[src/verilog/ssf_pkg.sv]
// shared constants for the sensor status and fault register block
package ssf_pkg;
   // ----------------------------------------------------------------
   // register offsets and identifiers
   // ----------------------------------------------------------------
   localparam logic [15:0] CMD_OFFSET = 16'h001E;
   localparam logic [15:0] STATE_OFFSET = 16'h0022;
   localparam logic [15:0] FAULT_OFFSET = 16'h0024;
   localparam logic [15:0] EXT_FAULT_OFFSET = 16'h0026;
   localparam logic [15:0] MASK_OFFSET = 16'h0034;
   localparam logic [15:0] EXT_MASK_OFFSET = 16'h0036;
   localparam logic [15:0] STORED_MASK_OFFSET = 16'h0318;
   localparam logic [3:0] STATE_ID = 4'h8;
   localparam logic [3:0] FAULT_ID = 4'hA;
   // ----------------------------------------------------------------
   // field positions
   // ----------------------------------------------------------------
   localparam int POWER_ON_BIT = 11;
   localparam int SOFT_RESTART_BIT = 10;
   localparam int NEW_SAMPLE_BIT = 9;
   localparam int SUMMARY_BIT = 8;
   localparam int EXT_SUMMARY_BIT = 11;
   localparam int OVERRUN_BIT = 10;
   localparam int IFACE_BIT = 9;
   localparam int CRC_BIT = 8;
   localparam int IDLE_BIT = 7;
   localparam int CLEAR_RESET_FLAGS_BIT = 10;
   localparam int CLEAR_FAULT_BIT = 8;
   localparam int FAULT_EVENTS = 12;
   // ----------------------------------------------------------------
   // keys and reset values
   // ----------------------------------------------------------------
   localparam logic [7:0] CLEAR_KEY = 8'h46;
   localparam logic [11:0] FAULT_RESET = 12'h000;
   // ----------------------------------------------------------------
   // processor state and phase codes
   // ----------------------------------------------------------------
   localparam logic [3:0] RUN_BOOTING = 4'h0;
   localparam logic [3:0] RUN_BOOTED = 4'h1;
   localparam logic [3:0] RUN_SELF_TEST = 4'hE;
   localparam logic [3:0] PHASE_IDLE = 4'h0;
   localparam logic [3:0] PHASE_ANGLES = 4'h1;
   localparam logic [3:0] PHASE_LOGIC_TEST = 4'h4;
   localparam logic [3:0] PHASE_ROM_SUM = 4'h6;
   localparam logic [3:0] PHASE_ARRAY_TEST = 4'h7;
   typedef enum logic [2:0] {
      SSF_BOOT = 3'b000,
      SSF_IDLE = 3'b001,
      SSF_RUN = 3'b010,
      SSF_LOGIC_TEST = 3'b011,
      SSF_ROM_SUM = 3'b100,
      SSF_ARRAY_TEST = 3'b101
   } ssf_cpu_t;
endpackage : ssf_pkg

[src/verilog/ssf_sticky_bit.sv]
// one sticky fault flag: event sets, clear resets, set wins
module ssf_sticky_bit (
   input wire logic ref_clk_i,
   input wire logic rst_i,
   input wire logic set_i,
   input wire logic clear_i,
   output logic flag_o
);
   logic flag_reg;
   logic flag_next;

   assign flag_next = set_i | (flag_reg & ~clear_i);

   always_ff @(posedge ref_clk_i) begin
      if (rst_i) begin
         flag_reg <= 1'b0;
      end else begin
         flag_reg <= flag_next;
      end
   end

   assign flag_o = flag_reg;

   property p_set_wins;
      @(posedge ref_clk_i) disable iff (rst_i)
      set_i |=> flag_reg;
   endproperty
   a_set_wins: assert property (p_set_wins) else $error("sticky flag missed a set");
endmodule : ssf_sticky_bit

[src/verilog/ssf_status_regs.sv]
// device-state and fault-flag registers of the angle sensor
module ssf_status_regs (
   input wire logic ref_clk_i,
   input wire logic rst_i,
   input wire logic power_on_rst_i,
   input wire logic hard_rst_i,
   input wire logic soft_rst_i,
   input wire logic cmd_wr_i,
   input wire logic [15:0] cmd_data_i,
   input wire logic mask_wr_i,
   input wire logic [15:0] mask_data_i,
   input wire logic [11:0] stored_fault_mask_i,
   input wire logic overrun_mask_bit_i,
   input wire logic [11:0] ext_fault_i,
   input wire logic [11:0] ext_mask_i,
   input wire logic angle_load_i,
   input wire logic angle_read_i,
   input wire logic ext_access_start_i,
   input wire logic ext_access_busy_i,
   input wire logic spi_frame_done_i,
   input wire logic [4:0] spi_bit_count_i,
   input wire logic spi_mosi_b15_i,
   input wire logic spi_crc_bad_i,
   input wire logic link_error_i,
   input wire logic acquire_timeout_i,
   input wire logic upper_angle_i,
   input wire logic lower_angle_i,
   input wire logic supply_high_i,
   input wire logic supply_low_i,
   input wire logic field_strong_i,
   input wire logic field_weak_i,
   input wire logic boot_done_i,
   input wire logic run_mode_i,
   input wire logic [1:0] self_test_sel_i,
   output logic spi_packet_drop_o,
   output logic [15:0] device_state_o,
   output logic [15:0] fault_flags_o
);
   // ----------------------------------------------------------------
   // reset-event flags and command decode
   // ----------------------------------------------------------------
   logic clear_reset_flags_cmd;
   logic clear_fault_cmd;
   logic fault_clear;
   logic power_on_reg;
   logic power_on_next;
   logic soft_restart_flag_reg;
   logic soft_restart_flag_next;
   logic new_sample_flag_reg;
   logic new_sample_flag_next;
   logic [11:0] mask_reg;
   logic [11:0] mask_next;
   logic any_reset;

   // power-on and hard resets act like the block reset for fault state
   assign any_reset = rst_i | power_on_rst_i | hard_rst_i;

   assign clear_reset_flags_cmd = cmd_wr_i & cmd_data_i[ssf_pkg::CLEAR_RESET_FLAGS_BIT]
      & (cmd_data_i[7:0] == ssf_pkg::CLEAR_KEY);
   assign clear_fault_cmd = cmd_wr_i & cmd_data_i[ssf_pkg::CLEAR_FAULT_BIT]
      & (cmd_data_i[7:0] == ssf_pkg::CLEAR_KEY);
   assign fault_clear = clear_fault_cmd | power_on_rst_i | hard_rst_i;

   // power-on sets, keyed clear resets; set wins
   assign power_on_next = power_on_rst_i | (power_on_reg & ~clear_reset_flags_cmd);
   // soft restart sets, keyed clear resets
   assign soft_restart_flag_next = soft_rst_i
      | (soft_restart_flag_reg & ~clear_reset_flags_cmd);
   // load sets, host read clears; a fresh load wins
   assign new_sample_flag_next = angle_load_i | (new_sample_flag_reg & ~angle_read_i);
   assign mask_next = mask_wr_i ? mask_data_i[11:0] : mask_reg;

   // the reset flags survive the block reset so that software can see it
   always_ff @(posedge ref_clk_i) begin
      power_on_reg <= power_on_next;
      soft_restart_flag_reg <= soft_restart_flag_next;
   end

   always_ff @(posedge ref_clk_i) begin
      if (any_reset) begin
         new_sample_flag_reg <= 1'b0;
         mask_reg <= ssf_pkg::FAULT_RESET;
      end else begin
         new_sample_flag_reg <= new_sample_flag_next;
         mask_reg <= mask_next;
      end
   end

   // ----------------------------------------------------------------
   // fault events
   // ----------------------------------------------------------------
   logic [10:0] fault_event;
   logic [10:0] fault_flag;
   logic [11:0] fault_live;
   logic ext_summary;
   logic spi_bad_count;

   // per-bit extended masks only; the whole-register mask is not applied
   assign ext_summary = |(ext_fault_i & ~ext_mask_i);
   // a 16-bit frame is the only legal length
   assign spi_bad_count = spi_bit_count_i != 5'h10;
   // bad packets are discarded by the framing logic
   assign spi_packet_drop_o = spi_frame_done_i & (spi_bad_count | spi_mosi_b15_i | spi_crc_bad_i);

   // overrun when a new access starts while busy
   assign fault_event[ssf_pkg::OVERRUN_BIT] = ext_access_start_i & ext_access_busy_i;
   assign fault_event[ssf_pkg::IFACE_BIT] = (spi_frame_done_i & (spi_bad_count | spi_mosi_b15_i))
      | link_error_i;
   assign fault_event[ssf_pkg::CRC_BIT] = spi_frame_done_i & spi_crc_bad_i;
   assign fault_event[ssf_pkg::IDLE_BIT] = ~run_mode_i;
   assign fault_event[6] = acquire_timeout_i;
   assign fault_event[5] = upper_angle_i;
   assign fault_event[4] = lower_angle_i;
   assign fault_event[3] = supply_high_i;
   assign fault_event[2] = supply_low_i;
   assign fault_event[1] = field_strong_i;
   assign fault_event[0] = field_weak_i;

   // sticky flag per bit; the extended summary stays live, not stored
   genvar gi;
   generate
      for (gi = 0; gi < ssf_pkg::EXT_SUMMARY_BIT; gi++) begin : g_fault
         ssf_sticky_bit u_flag (
            .ref_clk_i(ref_clk_i),
            .rst_i(rst_i),
            .set_i(fault_event[gi]),
            .clear_i(fault_clear),
            .flag_o(fault_flag[gi])
         );
      end
   endgenerate

   // the extended summary follows the live condition, the idle bit is live or sticky, others are the sticky flags
   assign fault_live[11] = ext_summary;
   assign fault_live[10:8] = fault_flag[10:8];
   assign fault_live[7] = ~run_mode_i | fault_flag[7];
   assign fault_live[6:0] = fault_flag[6:0];

   // ----------------------------------------------------------------
   // processor state machine
   // ----------------------------------------------------------------
   ssf_pkg::ssf_cpu_t cpu_reg;
   ssf_pkg::ssf_cpu_t cpu_next;

   always_comb begin
      cpu_next = cpu_reg;
      case (cpu_reg)
         ssf_pkg::SSF_BOOT: begin
            if (boot_done_i) begin
               cpu_next = ssf_pkg::SSF_IDLE;
            end
         end
         ssf_pkg::SSF_IDLE,
         ssf_pkg::SSF_RUN,
         ssf_pkg::SSF_LOGIC_TEST,
         ssf_pkg::SSF_ROM_SUM,
         ssf_pkg::SSF_ARRAY_TEST: begin
            case (self_test_sel_i)
               2'h1: cpu_next = ssf_pkg::SSF_LOGIC_TEST;
               2'h2: cpu_next = ssf_pkg::SSF_ROM_SUM;
               2'h3: cpu_next = ssf_pkg::SSF_ARRAY_TEST;
               default: cpu_next = run_mode_i ? ssf_pkg::SSF_RUN : ssf_pkg::SSF_IDLE;
            endcase
         end
         default: cpu_next = ssf_pkg::SSF_BOOT;
      endcase
   end

   // a soft restart reboots the processor but keeps fault state
   always_ff @(posedge ref_clk_i) begin
      if (any_reset | soft_rst_i) begin
         cpu_reg <= ssf_pkg::SSF_BOOT;
      end else begin
         cpu_reg <= cpu_next;
      end
   end

   logic [3:0] run_state;
   logic [3:0] phase;

   assign run_state = (cpu_reg == ssf_pkg::SSF_BOOT) ? ssf_pkg::RUN_BOOTING
      : (cpu_reg == ssf_pkg::SSF_IDLE || cpu_reg == ssf_pkg::SSF_RUN) ? ssf_pkg::RUN_BOOTED
      : ssf_pkg::RUN_SELF_TEST;
   assign phase = (cpu_reg == ssf_pkg::SSF_RUN) ? ssf_pkg::PHASE_ANGLES
      : (cpu_reg == ssf_pkg::SSF_LOGIC_TEST) ? ssf_pkg::PHASE_LOGIC_TEST
      : (cpu_reg == ssf_pkg::SSF_ROM_SUM) ? ssf_pkg::PHASE_ROM_SUM
      : (cpu_reg == ssf_pkg::SSF_ARRAY_TEST) ? ssf_pkg::PHASE_ARRAY_TEST
      : ssf_pkg::PHASE_IDLE;

   // ----------------------------------------------------------------
   // read data
   // ----------------------------------------------------------------
   logic [11:0] eff_mask;
   logic summary;
   logic [15:0] state_word;
   logic [15:0] fault_word;

   // either mask source excludes a flag; overrun has its own stored mask
   assign eff_mask = mask_reg | stored_fault_mask_i
      | {1'b0, overrun_mask_bit_i, 10'h000};
   assign summary = |(fault_live & ~eff_mask);
   assign state_word = {ssf_pkg::STATE_ID, power_on_reg, soft_restart_flag_reg,
      new_sample_flag_reg, summary, run_state, phase};
   assign fault_word = {ssf_pkg::FAULT_ID, fault_live};

   logic [15:0] state_out_reg;
   logic [15:0] fault_out_reg;

   always_ff @(posedge ref_clk_i) begin
      state_out_reg <= state_word;
      fault_out_reg <= fault_word;
   end

   assign device_state_o = state_out_reg;
   assign fault_flags_o = fault_out_reg;

   // ----------------------------------------------------------------
   // checks
   // ----------------------------------------------------------------
   property p_ids;
      @(posedge ref_clk_i) disable iff (rst_i)
      ##1 (device_state_o[15:12] == 4'h8) && (fault_flags_o[15:12] == 4'hA);
   endproperty
   a_ids: assert property (p_ids) else $error("identifier wrong");

   property p_power_on;
      @(posedge ref_clk_i) power_on_rst_i |=> ##1 device_state_o[11];
   endproperty
   a_power_on: assert property (p_power_on) else $error("power-on flag not set");

   property p_soft;
      @(posedge ref_clk_i) soft_rst_i |=> ##1 device_state_o[10];
   endproperty
   a_soft: assert property (p_soft) else $error("soft flag not set");

   property p_clear_flags;
      @(posedge ref_clk_i) disable iff (rst_i)
      (clear_reset_flags_cmd && !power_on_rst_i && !soft_rst_i) |=> ##1 !device_state_o[11]
         && !device_state_o[10];
   endproperty
   a_clear_flags: assert property (p_clear_flags) else $error("reset flags not cleared");

   property p_new_sample;
      @(posedge ref_clk_i) disable iff (any_reset)
      angle_load_i |=> ##1 device_state_o[9];
   endproperty
   a_new_sample: assert property (p_new_sample) else $error("new-sample flag missing");

   property p_sample_read;
      @(posedge ref_clk_i) disable iff (any_reset)
      (angle_read_i && !angle_load_i) |=> ##1 !device_state_o[9];
   endproperty
   a_sample_read: assert property (p_sample_read) else $error("new-sample not cleared");

   property p_crc;
      @(posedge ref_clk_i) disable iff (any_reset)
      (spi_frame_done_i && spi_crc_bad_i) |=> ##1 fault_flags_o[8];
   endproperty
   a_crc: assert property (p_crc) else $error("crc flag not set");

   property p_sticky;
      @(posedge ref_clk_i) disable iff (any_reset)
      (fault_flags_o[2] && !$past(fault_clear) && !$past(rst_i)) |=> fault_flags_o[2];
   endproperty
   a_sticky: assert property (p_sticky) else $error("undervoltage flag dropped");

   property p_clear_fault;
      @(posedge ref_clk_i) disable iff (rst_i)
      (clear_fault_cmd && !supply_high_i) |=> ##1 !fault_flags_o[3];
   endproperty
   a_clear_fault: assert property (p_clear_fault) else $error("fault not cleared");

   property p_not_run;
      @(posedge ref_clk_i) disable iff (rst_i)
      !run_mode_i |=> fault_flags_o[7] == 1'b1 || $past(rst_i);
   endproperty
   a_not_run: assert property (p_not_run) else $error("not-run flag clear");

   property p_summary;
      @(posedge ref_clk_i) disable iff (rst_i)
      ##1 device_state_o[8] == |($past(fault_live) & ~$past(eff_mask));
   endproperty
   a_summary: assert property (p_summary) else $error("summary mismatch");

   property p_overrun;
      @(posedge ref_clk_i) disable iff (any_reset)
      (ext_access_start_i && ext_access_busy_i) |=> ##1 fault_flags_o[10];
   endproperty
   a_overrun: assert property (p_overrun) else $error("overrun flag not set");

   property p_ext_summary;
      @(posedge ref_clk_i) disable iff (rst_i)
      (|(ext_fault_i & ~ext_mask_i)) |=> fault_flags_o[11];
   endproperty
   a_ext_summary: assert property (p_ext_summary) else $error("ext summary clear");

   property p_boot;
      @(posedge ref_clk_i) (any_reset || soft_rst_i) |=> ##1 device_state_o[7:4] == 4'h0;
   endproperty
   a_boot: assert property (p_boot) else $error("state not booting after reset");

   property p_bad_key;
      @(posedge ref_clk_i) disable iff (any_reset)
      (cmd_wr_i && (cmd_data_i[7:0] != 8'h46) && !any_reset) |=> fault_flags_o[1]
         |=> fault_flags_o[1];
   endproperty
   a_bad_key: assert property (p_bad_key) else $error("unkeyed command cleared");
endmodule : ssf_status_regs

[config.mk]
export PLATFORM = sky130hd
export DESIGN_NAME = ssf_status_regs
export DESIGN_NICKNAME = d
export VERILOG_FILES = /design/src/verilog/ssf_pkg.sv /design/src/verilog/ssf_sticky_bit.sv /design/src/verilog/ssf_status_regs.sv
export SDC_FILE = /design/constraint.sdc
export NUM_CORES = 1
export LEC_CHECK = 0
export ABC_AREA = 1
export BUFFER_PORTS_ARGS = -buffer_cell sky130_fd_sc_hd__buf_2
export CAP_MARGIN = 20
export CORE_ASPECT_RATIO = 1.25
export CORE_MARGIN = 5
export CORE_UTILIZATION = 38
export DETAILED_ROUTE_END_ITERATION = 10
export PLACE_DENSITY = 0.72
export SLEW_MARGIN = 20
export SYNTH_ARGS = -nofsm -noshare
export SYNTH_HDL_FRONTEND = slang
export SYNTH_HIERARCHICAL = 1
export SYNTH_SLANG_ARGS = --single-unit
export TNS_END_PERCENT = 5
[constraint.sdc]
create_clock -name ref_clk_i -period 0.9 [get_ports ref_clk_i]
set_input_delay 0.045 -clock ref_clk_i [delete_from_list [all_inputs] [get_ports ref_clk_i]]
set_output_delay 0.045 -clock ref_clk_i [all_outputs]
set_load 0.02 [all_outputs]
# ---- Word level (Yosys, flattened, before mapping)
# Index checks and enable logic that the tools add are counted.
dict set report word_totals {
  reg_bits 53
  in_bits 100
  wordCells 103
}
dict set report op_classes {
  n_eq_ne 11
  n_mux 8
  n_bitwise 55
  n_reduce_logical 7
}
# cell n
set op_table {}
lappend op_table {{$and 12x12->12} 2}
lappend op_table {{$not 12->12} 2}
lappend op_table {{$reduce_or 12->1} 2}
lappend op_table {{$or 1x1->1} 23}
lappend op_table {{$and 1x1->1} 22}
lappend op_table {{$mux 3} 4}
lappend op_table {{$or 12x11->12} 1}
lappend op_table {{$or 12x12->12} 1}
lappend op_table {{$pmux 3 s3} 1}
lappend op_table {{$eq 8x7->1 const B} 1}
lappend op_table {{$eq 3x2->1 const B} 2}
lappend op_table {{$eq 3x3->1 const B} 2}
lappend op_table {{$pmux 3 s2} 1}
lappend op_table {{$ne 5x5->1 const B} 1}
lappend op_table {{$reduce_or 5->1} 1}
lappend op_table {{$eq 2x2->1 const B} 2}
lappend op_table {{$mux 4} 1}
lappend op_table {{$not 1->1} 4}
lappend op_table {{$eq 3x1->1 const B} 1}
lappend op_table {{$logic_not 3->1} 1}
lappend op_table {{$reduce_or 3->1} 1}
lappend op_table {{$eq 2x1->1 const B} 1}
lappend op_table {{$mux 2} 1}
lappend op_table {{$ne 2x2->1 const B} 1}
lappend op_table {{2 further kinds} 2}

# ---- Depth between registers and ports, before layout
# Gate-level depths: netlist of the first run.
dict set report depth {
  ltp_word 7
  mapped_depth 8
  ltp_nobuf 8
}

# ---- Modules after synthesis
# Netlist of the first run, hierarchy kept.
# module n_inst cells_per_inst area_each_um2
set modules_own_cells {}
lappend modules_own_cells {ssf_status_regs 1 220 1609.0}
lappend modules_own_cells {ssf_sticky_bit 11 5 40.0}

# ---- Worst setup path before layout of the first run
# Ideal clock, no wire load.
dict set report synth_timing {
  path_kind {input port to flip-flop}
  startpoint {input port cmd_data_i[5]}
  endpoint {register g_fault[7].u_flag.flag_reg}
  setup_ns 0.114
  t_arrival_ns 0.784
  required_ns 0.786
  setup_slack_ns 0.003
  cell_stages 8
  path_cell_list {inv_1 -> nand2_1 -> nor3_1 -> nand4_1 -> nand3_1 -> inv_1 -> nand2_1 -> a21oi_2}
}
dict set report synth_between {
  elab_chain_len 7
}
# item line_no
set synth_lines {}
lappend synth_lines {{start, declared} ssf_status_regs.sv:9} ;# input wire logic [15:0] cmd_data_i,
lappend synth_lines {{$eq 8x7->1} ssf_status_regs.sv:61} ;# & (cmd_data_i[7:0] == ssf_pkg::CLEAR_KEY);
lappend synth_lines {{$and 1x1->1} ssf_status_regs.sv:61}
lappend synth_lines {{$or 1x1->1 (2 in a row)} ssf_status_regs.sv:62} ;# assign fault_clear = clear_fault_cmd | power_on_rst_i | hard_rst_i;
lappend synth_lines {{via fault_clear} ssf_status_regs.sv:44} ;# logic fault_clear;
lappend synth_lines {{$not 1->1} ssf_sticky_bit.sv:12} ;# assign flag_next = set_i | (flag_reg & ~clear_i);
lappend synth_lines {{$and 1x1->1} ssf_sticky_bit.sv:12}
lappend synth_lines {{$or 1x1->1} ssf_sticky_bit.sv:12}
lappend synth_lines {{end signal, assigned} ssf_sticky_bit.sv:18} ;# flag_reg <= flag_next;
lappend synth_lines {{end, declared} ssf_sticky_bit.sv:9} ;# logic flag_reg;
# The timed path passes the listed nets, and every way through them passes these cells.
# A chain may end at the register's enable or synchronous reset.

# ---- Final worst setup path of the first run
dict set report layout_timing {
  startpoint {register g_fault[7].u_flag.flag_reg}
  endpoint {register state_out_reg[8] (netlist: device_state_o[8])}
}
dict set report layout_between {
  elab_chain_len 3
}
# item line_no
set layout_lines {}
lappend layout_lines {{$or 1x1->1} ssf_status_regs.sv:136} ;# assign fault_live[7] = ~run_mode_i | fault_flag[7];
lappend layout_lines {{via fault_live[7]} ssf_status_regs.sv:94} ;# logic [11:0] fault_live;
lappend layout_lines {{$and 12x12->12} ssf_status_regs.sv:201} ;# assign summary = |(fault_live & ~eff_mask);
lappend layout_lines {{$reduce_or 12->1} ssf_status_regs.sv:201}
lappend layout_lines {{via summary} ssf_status_regs.sv:194} ;# logic summary;
lappend layout_lines {{end signal, assigned} ssf_status_regs.sv:210} ;# state_out_reg <= state_word;
lappend layout_lines {{end, declared} ssf_status_regs.sv:206} ;# logic [15:0] state_out_reg;
# The timed path passes the listed nets, and every way through them passes these cells.

==> results of run 1 <==
==> metrics by stage <==
stage                     total power (uW)  worst slack (ns)  utilization  cells  setup TNS (ns)
after floorplan                       2700           0.00280            -    282               0
after global placement                3010            -0.164        0.514    458           -1.83
after detailed placement              3020            -0.178        0.514    458           -1.95
after CTS                             4430           -0.0598        0.573    488         -0.0598
after global routing                  4620            -0.134        0.581    489          -0.249
final                                 4370           -0.0293        0.581    489         -0.0293
==> area by class of cell <==
cell class,count,share of cell area
clock buffer,6,0.0267
tap,64,0.0259
timing repair buffer,149,0.297
sequential,50,0.326
multi-input combinational,167,0.258
inverter,51,0.0618
clock inverter,2,0.00404
==> critical path: stages (launching register included) <==
cell and delay (ns):
sky130_fd_sc_hd__dfxtp_1 0.32, sky130_fd_sc_hd__inv_1 0.06, sky130_fd_sc_hd__nand2_2 0.05, sky130_fd_sc_hd__nand2_1 0.05, sky130_fd_sc_hd__nand2_1 0.06, sky130_fd_sc_hd__nor2_2 0.09
sky130_fd_sc_hd__nand2_1 0.06, sky130_fd_sc_hd__nor2_2 0.08, sky130_fd_sc_hd__nand2_1 0.05
==> cells in the mapped netlist (4+ instances only) <==
master	count	area [um2]
sky130_fd_sc_hd__nand2_1	84	315
sky130_fd_sc_hd__nor2_1	23	86.3
sky130_fd_sc_hd__nor2_2	4	25.0
sky130_fd_sc_hd__a21oi_2	20	175
sky130_fd_sc_hd__inv_1	50	188
sky130_fd_sc_hd__dfxtp_1	50	1000
sky130_fd_sc_hd__nor3_1	4	20.0
sky130_fd_sc_hd__buf_4	11	82.6
sky130_fd_sc_hd__a21oi_1	4	20.0
sky130_fd_sc_hd__nand3_1	5	25.0
sky130_fd_sc_hd__o21ai_0	9	45.0
==> logic make-up after synthesis <==
family	count (synthesis)
buffers and inverters	65
other	2
DFF	50
and+or+nand+nor	125
AOI/OAI and AO/OA	33
==> power groups by stage <==
stage | sequential, uW | clock (uW) | combinational, uW
global placement | 2370 | 0 | 638
detailed placement | 2370 | 0 | 646
finish | 2320 | 1330 | 721
CTS | 2320 | 1390 | 722
floorplan | 2420 | 0 | 289
global route | 2330 | 1480 | 815
==> repair_timing <==
action / CTS / global route
endpoints found under the setup margin: 2 / 9
endpoints found under the hold margin: 23 / 2
hold buffers: 22 / 1
resized for setup: 1 / 15
==> path summary, 6_finish.rpt <==
kind,start,endpoint,slack [ns]
hold reg to reg,power_on_reg$_DFF_P_,device_state_o[11]$_DFF_P_,0.36
setup / recovery,g_fault[7].u_flag/flag_o$_SDFF_PP0_,device_state_o[8]$_DFF_P_,-0.03
setup reg to reg,g_fault[7].u_flag/flag_o$_SDFF_PP0_,device_state_o[8]$_DFF_P_,-0.03
hold / removal,run_mode_i,fault_flags_o[7]$_DFF_P_,-0.03
==> placed cells by master, fill, tap and decap left out, types with 6 or more instances in the layout <==
master and count:
sky130_fd_sc_hd__buf_2 112, sky130_fd_sc_hd__nand2_1 84, sky130_fd_sc_hd__inv_1 48, sky130_fd_sc_hd__dfxtp_1 46, sky130_fd_sc_hd__nor2_1 23, sky130_fd_sc_hd__dlygate4sd3_1 23
sky130_fd_sc_hd__a21oi_2 20, sky130_fd_sc_hd__buf_4 12, sky130_fd_sc_hd__conb_1 9, sky130_fd_sc_hd__o21ai_0 6, sky130_fd_sc_hd__clkbuf_8 6
==> routing by layer <==
metal,vias up,global-route usage
li1,1099,-
met1,878,0.164
met2,87,0.294
met3,5,0.0461
met4,0,0.0452
met5,-,0
==> impl_metrics.csv, run 1 <==
group,metric,value,unit
place,port_buffers,113,
worst_setup_path,timing.critical_path.arrival,1.13,ns
yosys,post_synthesis_mux_area_share,0,
place,gpl.final_weighted_congestion,0.779,
timing,setup_viol_count_final,1,
yosys,post_synth.cell_area_avg,7.45,um2
place,place_hpwl,4090,um
timing,timing_hold_violations_final,1,
power,power.leakage,0.00169,uW
layout,multi_input_comb_area,798,um2
detailed_routing,detail_route.iter0.violations,30,
clock_network,clock_path_buffers,2,
timing,maxSlewViolCount,0,
detailed_routing,postRouteAntennaNets,0,
timing,unrepaired_setup_endpoints_after_global_routing,"true",
detailed_routing,drc,0,
yosys,synth-compound-area-share,0.117,
detailed_routing,wirelength_met1,1950,um
yosys,yosys.area_share.xor_xnor,0,
clock_network,cts_tree,"yes",
clock_network,cts_root_buffer,"sky130_fd_sc_hd__clkbuf_8",
worst_hold_path,hold_path_depth,2,
outcome,violations_in_the_final_reports,"negative hold slack, negative setup slack",
timing,timing.fmax,1080,MHz
yosys,synth_simple_gate_area_frac,0.247,
power,power.share.combinational,0.165,
flow_run,cap_violations,0,
yosys,yosys_register_bits,50,
grt,grt_max_degree,16,
timing,setup_ws,-0.0293,ns
timing,fin_crit,0.929,ns
detailed_routing,met3_length,601,um
clock_network,cts_htree_levels,2,
grt,grt_first_pass_wirelength,8460,um
yosys,netlist_instances,275,
clock_network,clk_pin_slew_worst_paths,0.09,ns
timing,layout_worst_path_cycle_share,1.03,
floorplan,ios,133,
detailed_routing,vias_per_cell,4.23,
floorplan,initial_utilization,0.385,
grt,antenna_found_initial,0,
yosys,ys_seq_area_frac,0.488,
power,power_report.internal_total,3260,uW
floorplan,die_height,92.1,um
power,power.sequential.fraction,0.530,
floorplan,die-area,6970,um2
power,power-per-cell-area,1410,nW/um2
power,power.switching,1110,uW
timing,final.setup_skew,0.00451,ns
grt,grt_pass1_vias,2025,
detailed_routing,dr.pass1.iters,4,
worst_hold_path,tightest_hold_check_type,"in2reg",
power,vdd_ir_drop_max,0.000928,V
power,pwr-share-clk,0.305,
yosys,post_synth_edffs,0,
clock_network,cts_inserted_buffers,5,
worst_setup_path,cp-start-kind,"register",
timing,hold-worst-slack,-0.0288,ns
yosys,post_synth_fa_ha_maj_area_fraction,0,
layout,post-route-cell-area,3100,um2
layout,n_fill_cell,501,
yosys,synth.yosys.warnings,6,
worst_setup_path,critPathMaxFanout,2,
yosys,ys_dominant_reg_cell,"sky130_fd_sc_hd__dfxtp_1",
yosys,area_of_the_mapped_netlist,2050,um2
layout,fin_nets,524,
worst_setup_path,cp_data_required_time,1.10,ns
grt,grt_use_total,0.158,
detailed_routing,top_layer_used,"met4",
layout,layout-drive-gt1-share,0.400,
worst_setup_path,critPathCaptureType,"register",
floorplan,fp.coreArea,5330,um2
worst_setup_path,ff2ff_path_depth,8,
grt,grt_overflow,0,
detailed_routing,met2_wirelength,2640,um
place,dpl_cell_area,2740,um2
detailed_routing,drt-wirelength-per-cell,10.7,um
outcome,run_status,"finished with violations",
layout,register_area,1010,um2
yosys,yosysUniqueCellTypes,19,
power,switching_share,0.253,
detailed_routing,wirelength,5250,um
layout,area_growth_syn_to_layout,51.1,%
yosys,main_combinational_cell_family_by_area_after_synthesis,"simple AND/OR/NAND/NOR gates",
detailed_routing,detailroute.via_count,2069,
worst_setup_path,setup.worst_path.class,"reg2reg",
layout,n_antenna_cell,0,
clock_network,clkSinkCount,50,
clock_network,postCtsSetupRepairBufs,0,
yosys,ys_async_sr_fraction,0,
floorplan,floorplan.die.width,75.7,um
clock_network,clock_insertion_delay_worst_skew,0.30,ns
floorplan,rows,30,
Note: power is estimated with default switching activity, not from simulation.
==> inputs of run 2 (changes only) <==
--- a/config.mk
+++ b/config.mk
@@ -8,7 +8,7 @@
 export ABC_AREA = 1
 export BUFFER_PORTS_ARGS = -buffer_cell sky130_fd_sc_hd__buf_2
 export CAP_MARGIN = 20
-export CORE_ASPECT_RATIO = 1.25
+export CORE_ASPECT_RATIO = 1.1
 export CORE_MARGIN = 5
 export CORE_UTILIZATION = 38
 export DETAILED_ROUTE_END_ITERATION = 10
==> run 2 against run 1 <==
Worst hold slack better by 0.011 ns. Count of clock-buffer cells in the layout unchanged. Critical path depth unchanged. Via count down 0.39%. Largest power group unchanged. Clock power about the same. Critical endpoint unchanged. The flow still finishes with violations (negative hold slack, negative setup slack).
==> impl_metrics.csv, run 2 (synthesized netlist as in run 1, its figures left out) <==
group,metric,value,unit
outcome,run_status,"finished with violations",
outcome,violations_in_the_final_reports,"negative hold slack, negative setup slack",
floorplan,rows,28,
layout,multi_input_comb_area,792,um2
floorplan,initial_utilization,0.385,
worst_setup_path,ff2ff_path_depth,8,
flow_run,cap_violations,0,
power,power.total,4360,uW
clock_network,cts_htree_levels,2,
detailed_routing,detailroute.via_count,2061,
detailed_routing,vias_per_cell,4.16,
grt,groute.layer.met1.usage,0.170,
power,power.switching,1110,uW
power,pwr-share-clk,0.306,
grt,grt_first_pass_wirelength,8640,um
detailed_routing,drc,0,
timing,layout_worst_path_cycle_share,1.01,
floorplan,floorplan.die.width,80.0,um
clock_network,clock_insertion_delay_worst_skew,0.30,ns
place,port_buffers,113,
clock_network,clkSinkCount,50,
layout,layout.cells.most_common_list,"113 x sky130_fd_sc_hd__buf_2, 84 x sky130_fd_sc_hd__nand2_1, 49 x sky130_fd_sc_hd__inv_1, 45 x sky130_fd_sc_hd__dfxtp_1, 22 x sky130_fd_sc_hd__nor2_1",
layout,area_growth_syn_to_layout,49.6,%
place,place_hpwl,4040,um
worst_hold_path,tightest_hold_check_type,"in2reg",
worst_hold_path,hold_path_depth,2,
place,dpl_worst_slack,-0.191,ns
timing,timing_hold_violations_final,1,
clock_network,cts_tree,"yes",
timing,maxSlewViolCount,0,
worst_setup_path,cp_data_required_time,1.09,ns
detailed_routing,drt-wirelength-per-cell,10.8,um
timing,unrepaired_setup_endpoints_after_global_routing,"true",
layout,n_fill_cell,531,
grt,grt_overflow,0,
layout,register_area,1010,um2
power,power.share.combinational,0.163,
power,power.leakage,0.00167,uW
grt,globalRoute.busiestLayer,"met2",
clock_network,postCtsSetupRepairBufs,0,
timing,hold-worst-slack,-0.0182,ns
grt,grt_pass1_vias,2031,
detailed_routing,detail_route.iter0.violations,46,
layout,n_antenna_cell,0,
floorplan,ios,133,
clock_network,clock_path_buffers,2,
power,power_report.internal_total,3260,uW
grt,grt_max_degree,16,
worst_setup_path,timing.critical_path.arrival,1.11,ns
grt,grt_use_total,0.159,
detailed_routing,wirelength,5380,um
place,gpl.final_weighted_congestion,0.779,
timing,timing.fmax,1100,MHz
grt,grt_use_met2,0.295,
layout,mostFrequentLayoutCell,"sky130_fd_sc_hd__buf_2",
power,power-per-cell-area,1420,nW/um2
timing,fin_crit,0.912,ns
worst_setup_path,reg2reg_slack,-0.01,ns
clock_network,cts_root_buffer,"sky130_fd_sc_hd__clkbuf_8",
timing,setup_ws,-0.0115,ns
worst_setup_path,setup.worst_path.class,"reg2reg",
layout,layout-drive-gt1-share,0.397,
worst_setup_path,critPathCaptureType,"register",
worst_setup_path,critPathMaxFanout,2,
timing,setup_viol_count_final,1,
floorplan,die-area,6960,um2
worst_setup_path,cp-start-kind,"register",
timing,final.setup_skew,0.00433,ns
power,vdd_ir_drop_max,0.000920,V
clock_network,cts_inserted_buffers,5,
power,switching_share,0.254,
detailed_routing,dr.pass1.iters,4,
grt,antenna_found_initial,0,
floorplan,die_height,87.0,um
clock_network,clk_pin_slew_worst_paths,0.09,ns
power,power.sequential.fraction,0.531,
floorplan,fp.coreArea,5330,um2
grt,met3_usage,0.0497,
detailed_routing,postRouteAntennaNets,0,
layout,fin_nets,520,
layout,postLayoutCoreUtil,0.576,
## run 2: worst paths after layout
check                                       from                         end
min                                   run_mode_i    fault_flags_o[7]$_DFF_P_
max          g_fault[7].u_flag/flag_o$_SDFF_PP0_   device_state_o[8]$_DFF_P_
max reg2reg  g_fault[7].u_flag/flag_o$_SDFF_PP0_   device_state_o[8]$_DFF_P_
min reg2reg                 power_on_reg$_DFF_P_  device_state_o[11]$_DFF_P_
## run 2: per-layer routing
layer  share of wire  up-vias  routed length [um]
li1                -     1089                   -
met1            0.39      878                2120
met2            0.50       88                2670
met3           0.099        6                 532
met4          0.0099        0                  53
met5               0        -                   0
## run 2: cell type report
cell class	instances	share of cell area
multi-input combinational	167	0.258
clock inverter	2	0.00408
inverter	51	0.0624
clock buffer	6	0.0269
sequential	50	0.329
tap	75	0.0306
timing repair buffer	145	0.288
## run 2: stage by stage
stage	cell area, um2	cells	TNS [ns]
final	3070	496	-0.0115
after global routing	3070	496	-0.182
after CTS	3030	495	-0.0478
after detailed placement	2740	467	-2.03
after global placement	2740	467	-1.75
after floorplan	2080	282	0
## run 2: power by group through the flow
stage	logic (uW)	clock network, uW	registers [uW]
3_3_place_gp	633	0	2370
2_1_floorplan	289	0	2420
5_1_grt	797	1480	2330
6_report	711	1340	2320
3_5_place_dp	643	0	2370
4_1_cts	712	1360	2320
## run 2: critical path, stage by stage (launching register included)
cell                      delay (ns)
sky130_fd_sc_hd__dfxtp_2        0.33
sky130_fd_sc_hd__inv_2          0.04
sky130_fd_sc_hd__nand2_2        0.04
sky130_fd_sc_hd__nand2_1        0.05
sky130_fd_sc_hd__nand2_1        0.06
sky130_fd_sc_hd__nor2_2         0.09
sky130_fd_sc_hd__nand2_1        0.07
sky130_fd_sc_hd__nor2_2         0.09
sky130_fd_sc_hd__nand2_1        0.05
## run 2: timing repair
item | CTS | global route
endpoints found under the setup margin | 1 | 12
gates resized for setup | 0 | 12
endpoints found under the hold margin | 21 | 2
hold buffers | 20 | 1
==> inputs of run 3 (changes only) <==
--- a/config.mk
+++ b/config.mk
@@ -10,9 +10,9 @@
 export CAP_MARGIN = 20
 export CORE_ASPECT_RATIO = 1.1
 export CORE_MARGIN = 5
-export CORE_UTILIZATION = 38
+export CORE_UTILIZATION = 45
 export DETAILED_ROUTE_END_ITERATION = 10
-export PLACE_DENSITY = 0.72
+export PLACE_DENSITY = 0.81
 export SLEW_MARGIN = 20
 export SYNTH_ARGS = -nofsm -noshare
 export SYNTH_HDL_FRONTEND = slang
==> constraint.sdc (replaced) <==
create_clock -name ref_clk_i -period 1.15 [get_ports ref_clk_i]
set_input_delay 0.0575 -clock ref_clk_i [delete_from_list [all_inputs] [get_ports ref_clk_i]]
set_output_delay 0.0575 -clock ref_clk_i [all_outputs]
set_load 0.02 [all_outputs]
==> run 3 against run 2 <==
The flow now finishes without violations. Utilization rose by 8.2 points. Clock power shrank 9%. Power shrank 19%. Final area shrank 6.7%. Clock skew grew 0.0018 ns. Critical path depth did not move. Count of clock-buffer cells in the layout unchanged. Flip-flop and latch count unchanged. Register-to-register slack gained 0.20 ns. First-iteration DRC count increased by 13%.
==> impl_metrics.csv, run 3 (synthesized netlist as in run 1, its figures left out) <==
group,metric,value,unit
outcome,run_status,"complete, no violations",
clock_network,cts_htree_levels,2,
timing,fin_crit,1.06,ns
detailed_routing,detail_route.iter0.violations,52,
timing,layout_worst_path_cycle_share,0.919,
worst_setup_path,worstReg2RegStart,"cpu_reg[2]$_SDFFE_PP0P_",
layout,mostFrequentLayoutCell,"sky130_fd_sc_hd__buf_2",
worst_setup_path,cp-start-kind,"input port",
floorplan,die-area,6010,um2
place,post-place-cells,439,
grt,grt_use_met2,0.308,
flow_run,cap_violations,0,
layout,fin_cells,456,
detailed_routing,wirelength,4930,um
place,port_buffers,113,
worst_setup_path,critPathMaxFanout,11,
clock_network,cts_root_buffer,"sky130_fd_sc_hd__clkbuf_8",
layout,area_growth_syn_to_layout,39.6,%
floorplan,floorplan.die.width,74.3,um
clock_network,cts_tree,"yes",
worst_setup_path,critPathCaptureType,"register",
layout,layout-drive-gt1-share,0.373,
layout,fin_nets,502,
grt,antenna_found_initial,0,
layout,layout.cells.most_common_list,"113 x sky130_fd_sc_hd__buf_2, 84 x sky130_fd_sc_hd__nand2_1, 50 x sky130_fd_sc_hd__inv_1, 50 x sky130_fd_sc_hd__dfxtp_1, 23 x sky130_fd_sc_hd__nor2_1",
floorplan,rows,25,
clock_network,postCtsSetupRepairBufs,0,
worst_setup_path,startpoint,"power_on_rst_i",
timing,unrepaired_setup_endpoints_after_global_routing,"false",
power,vdd_ir_drop_max,0.000728,V
floorplan,ios,133,
worst_setup_path,critical_path_cell_by_cell,"dlygate4sd3_1 > buf_2 > inv_1 > nand3_1 > buf_12 > inv_1 > nand2_1 > a21oi_2",
grt,met3_usage,0.0668,
timing,timing.setup.tns,0,ns
clock_network,cts_inserted_buffers,5,
floorplan,die_height,80.8,um
grt,grt_use_total,0.169,
timing,timing.fmax,946,MHz
power,power-per-cell-area,1240,nW/um2
detailed_routing,vias_per_cell,4.26,
worst_hold_path,worstHoldEndpoint,"mask_reg[7]$_SDFFE_PP0P_",
detailed_routing,postRouteAntennaNets,0,
worst_hold_path,hold_path_depth,3,
clock_network,clkSinkCount,50,
timing,maxSlewViolCount,0,
worst_setup_path,worstReg2RegEnd,"cpu_reg[2]$_SDFFE_PP0P_",
worst_setup_path,ff2ff_path_depth,5,
floorplan,initial_utilization,0.471,
layout,n_fill_cell,391,
layout,n_antenna_cell,0,
detailed_routing,drc,0,
grt,grt_max_degree,15,
grt,globalRoute.busiestLayer,"met2",
timing,setup_viol_count_final,0,
floorplan,fp.coreArea,4350,um2
clock_network,clk_pin_slew_worst_paths,0.08,ns
clock_network,clock_path_buffers,2,
grt,groute.layer.met1.usage,0.174,
place,gpl.final_weighted_congestion,0.799,
detailed_routing,detailroute.via_count,1942,
clock_network,clock_insertion_delay_worst_skew,0.29,ns
worst_setup_path,setup.worst_path.class,"in2reg",
worst_setup_path,cp_data_required_time,1.38,ns
grt,grt_first_pass_wirelength,7870,um
detailed_routing,dr.pass1.iters,4,
worst_setup_path,slowest_stage,"sky130_fd_sc_hd__dlygate4sd3_1",
worst_setup_path,path_common_cell,"sky130_fd_sc_hd__inv_1",
timing,final.setup_skew,0.00613,ns
grt,grt_pass1_vias,1908,
worst_setup_path,critical-path-max-stage-delay,0.53,ns
power,power.leakage,0.00158,uW
worst_hold_path,worst_hold_startpoint,"mask_data_i[7]",
detailed_routing,drt-wirelength-per-cell,10.8,um
place,place_hpwl,3870,um
grt,grt_overflow,0,
worst_setup_path,timing.critical_path.arrival,1.29,ns
timing,timing_hold_violations_final,0,
worst_hold_path,tightest_hold_check_type,"in2reg",
worst_setup_path,reg2reg_slack,0.19,ns
## run 3: cell types whose count changed in the layout (fill, tap and decap cells not counted), moves of 2 or more
cell,before,now
sky130_fd_sc_hd__o21ai_0,7,9
sky130_fd_sc_hd__dfxtp_2,4,0
sky130_fd_sc_hd__o21ai_1,2,0
sky130_fd_sc_hd__dlygate4sd3_1,21,10
sky130_fd_sc_hd__buf_4,9,3
sky130_fd_sc_hd__dfxtp_1,45,50
## run 3: final cells by class
class	instances	area, um2	share of cell area
flip-flops and latches	50	1000	0.350
multi-input cells	167	779	0.273
repair buffers	127	708	0.248
inverters	51	191	0.0669
clock buffers	6	82.6	0.0289
well taps	54	67.6	0.0236
clock inverters	1	30.0	0.0105
## run 3: how the worst max path moves through the flow
| stage | to |
|---|---|
| after CTS | g_fault[8].u_flag/flag_o$_SDFF_PP0_ |
| after global routing | g_fault[1].u_flag/flag_o$_SDFF_PP0_ |
| after detailed placement | g_fault[4].u_flag/flag_o$_SDFF_PP0_ |
| final | g_fault[6].u_flag/flag_o$_SDFF_PP0_ |
| after floorplan | g_fault[7].u_flag/flag_o$_SDFF_PP0_ |
| after global placement | g_fault[10].u_flag/flag_o$_SDFF_PP0_ |
## run 3: what timing repair did
action / in CTS / in global routing
gates resized for setup: 0 / 0
hold buffers: 10 / 0
hold endpoints to repair: 10 / 0
## run 3: worst max-delay path: cells and delay by family
kind / cells / cell delay (ns)
simple gates: 2 / 0.17
compound gates: 1 / 0.11
buf+inv: 5 / 0.95
## run 3: routing by layer
layer / up-vias / share of wire
met4: 0 / 0.012
li1: 1053 / -
met2: 92 / 0.48
met3: 6 / 0.14
met5: - / 0
met1: 791 / 0.38
## run 3: stage by stage
step	setup slack [ns]	utilization	hold WS (ns)	total power, uW	cell area [um2]
floorplan	0.240	-	0.120	2120	2080
global placement	0.0463	0.609	0.251	2320	2650
detailed placement	0.0254	0.609	0.267	2330	2650
CTS	0.0927	0.658	0.00165	3580	2860
global route	0.0347	0.658	0.000399	3700	2860
finish	0.0932	0.658	0.0130	3540	2860
## run 3: report_power, final
group	internal, uW	switching [uW]
logic	234	264
clock network	696	523
registers	1790	27.2
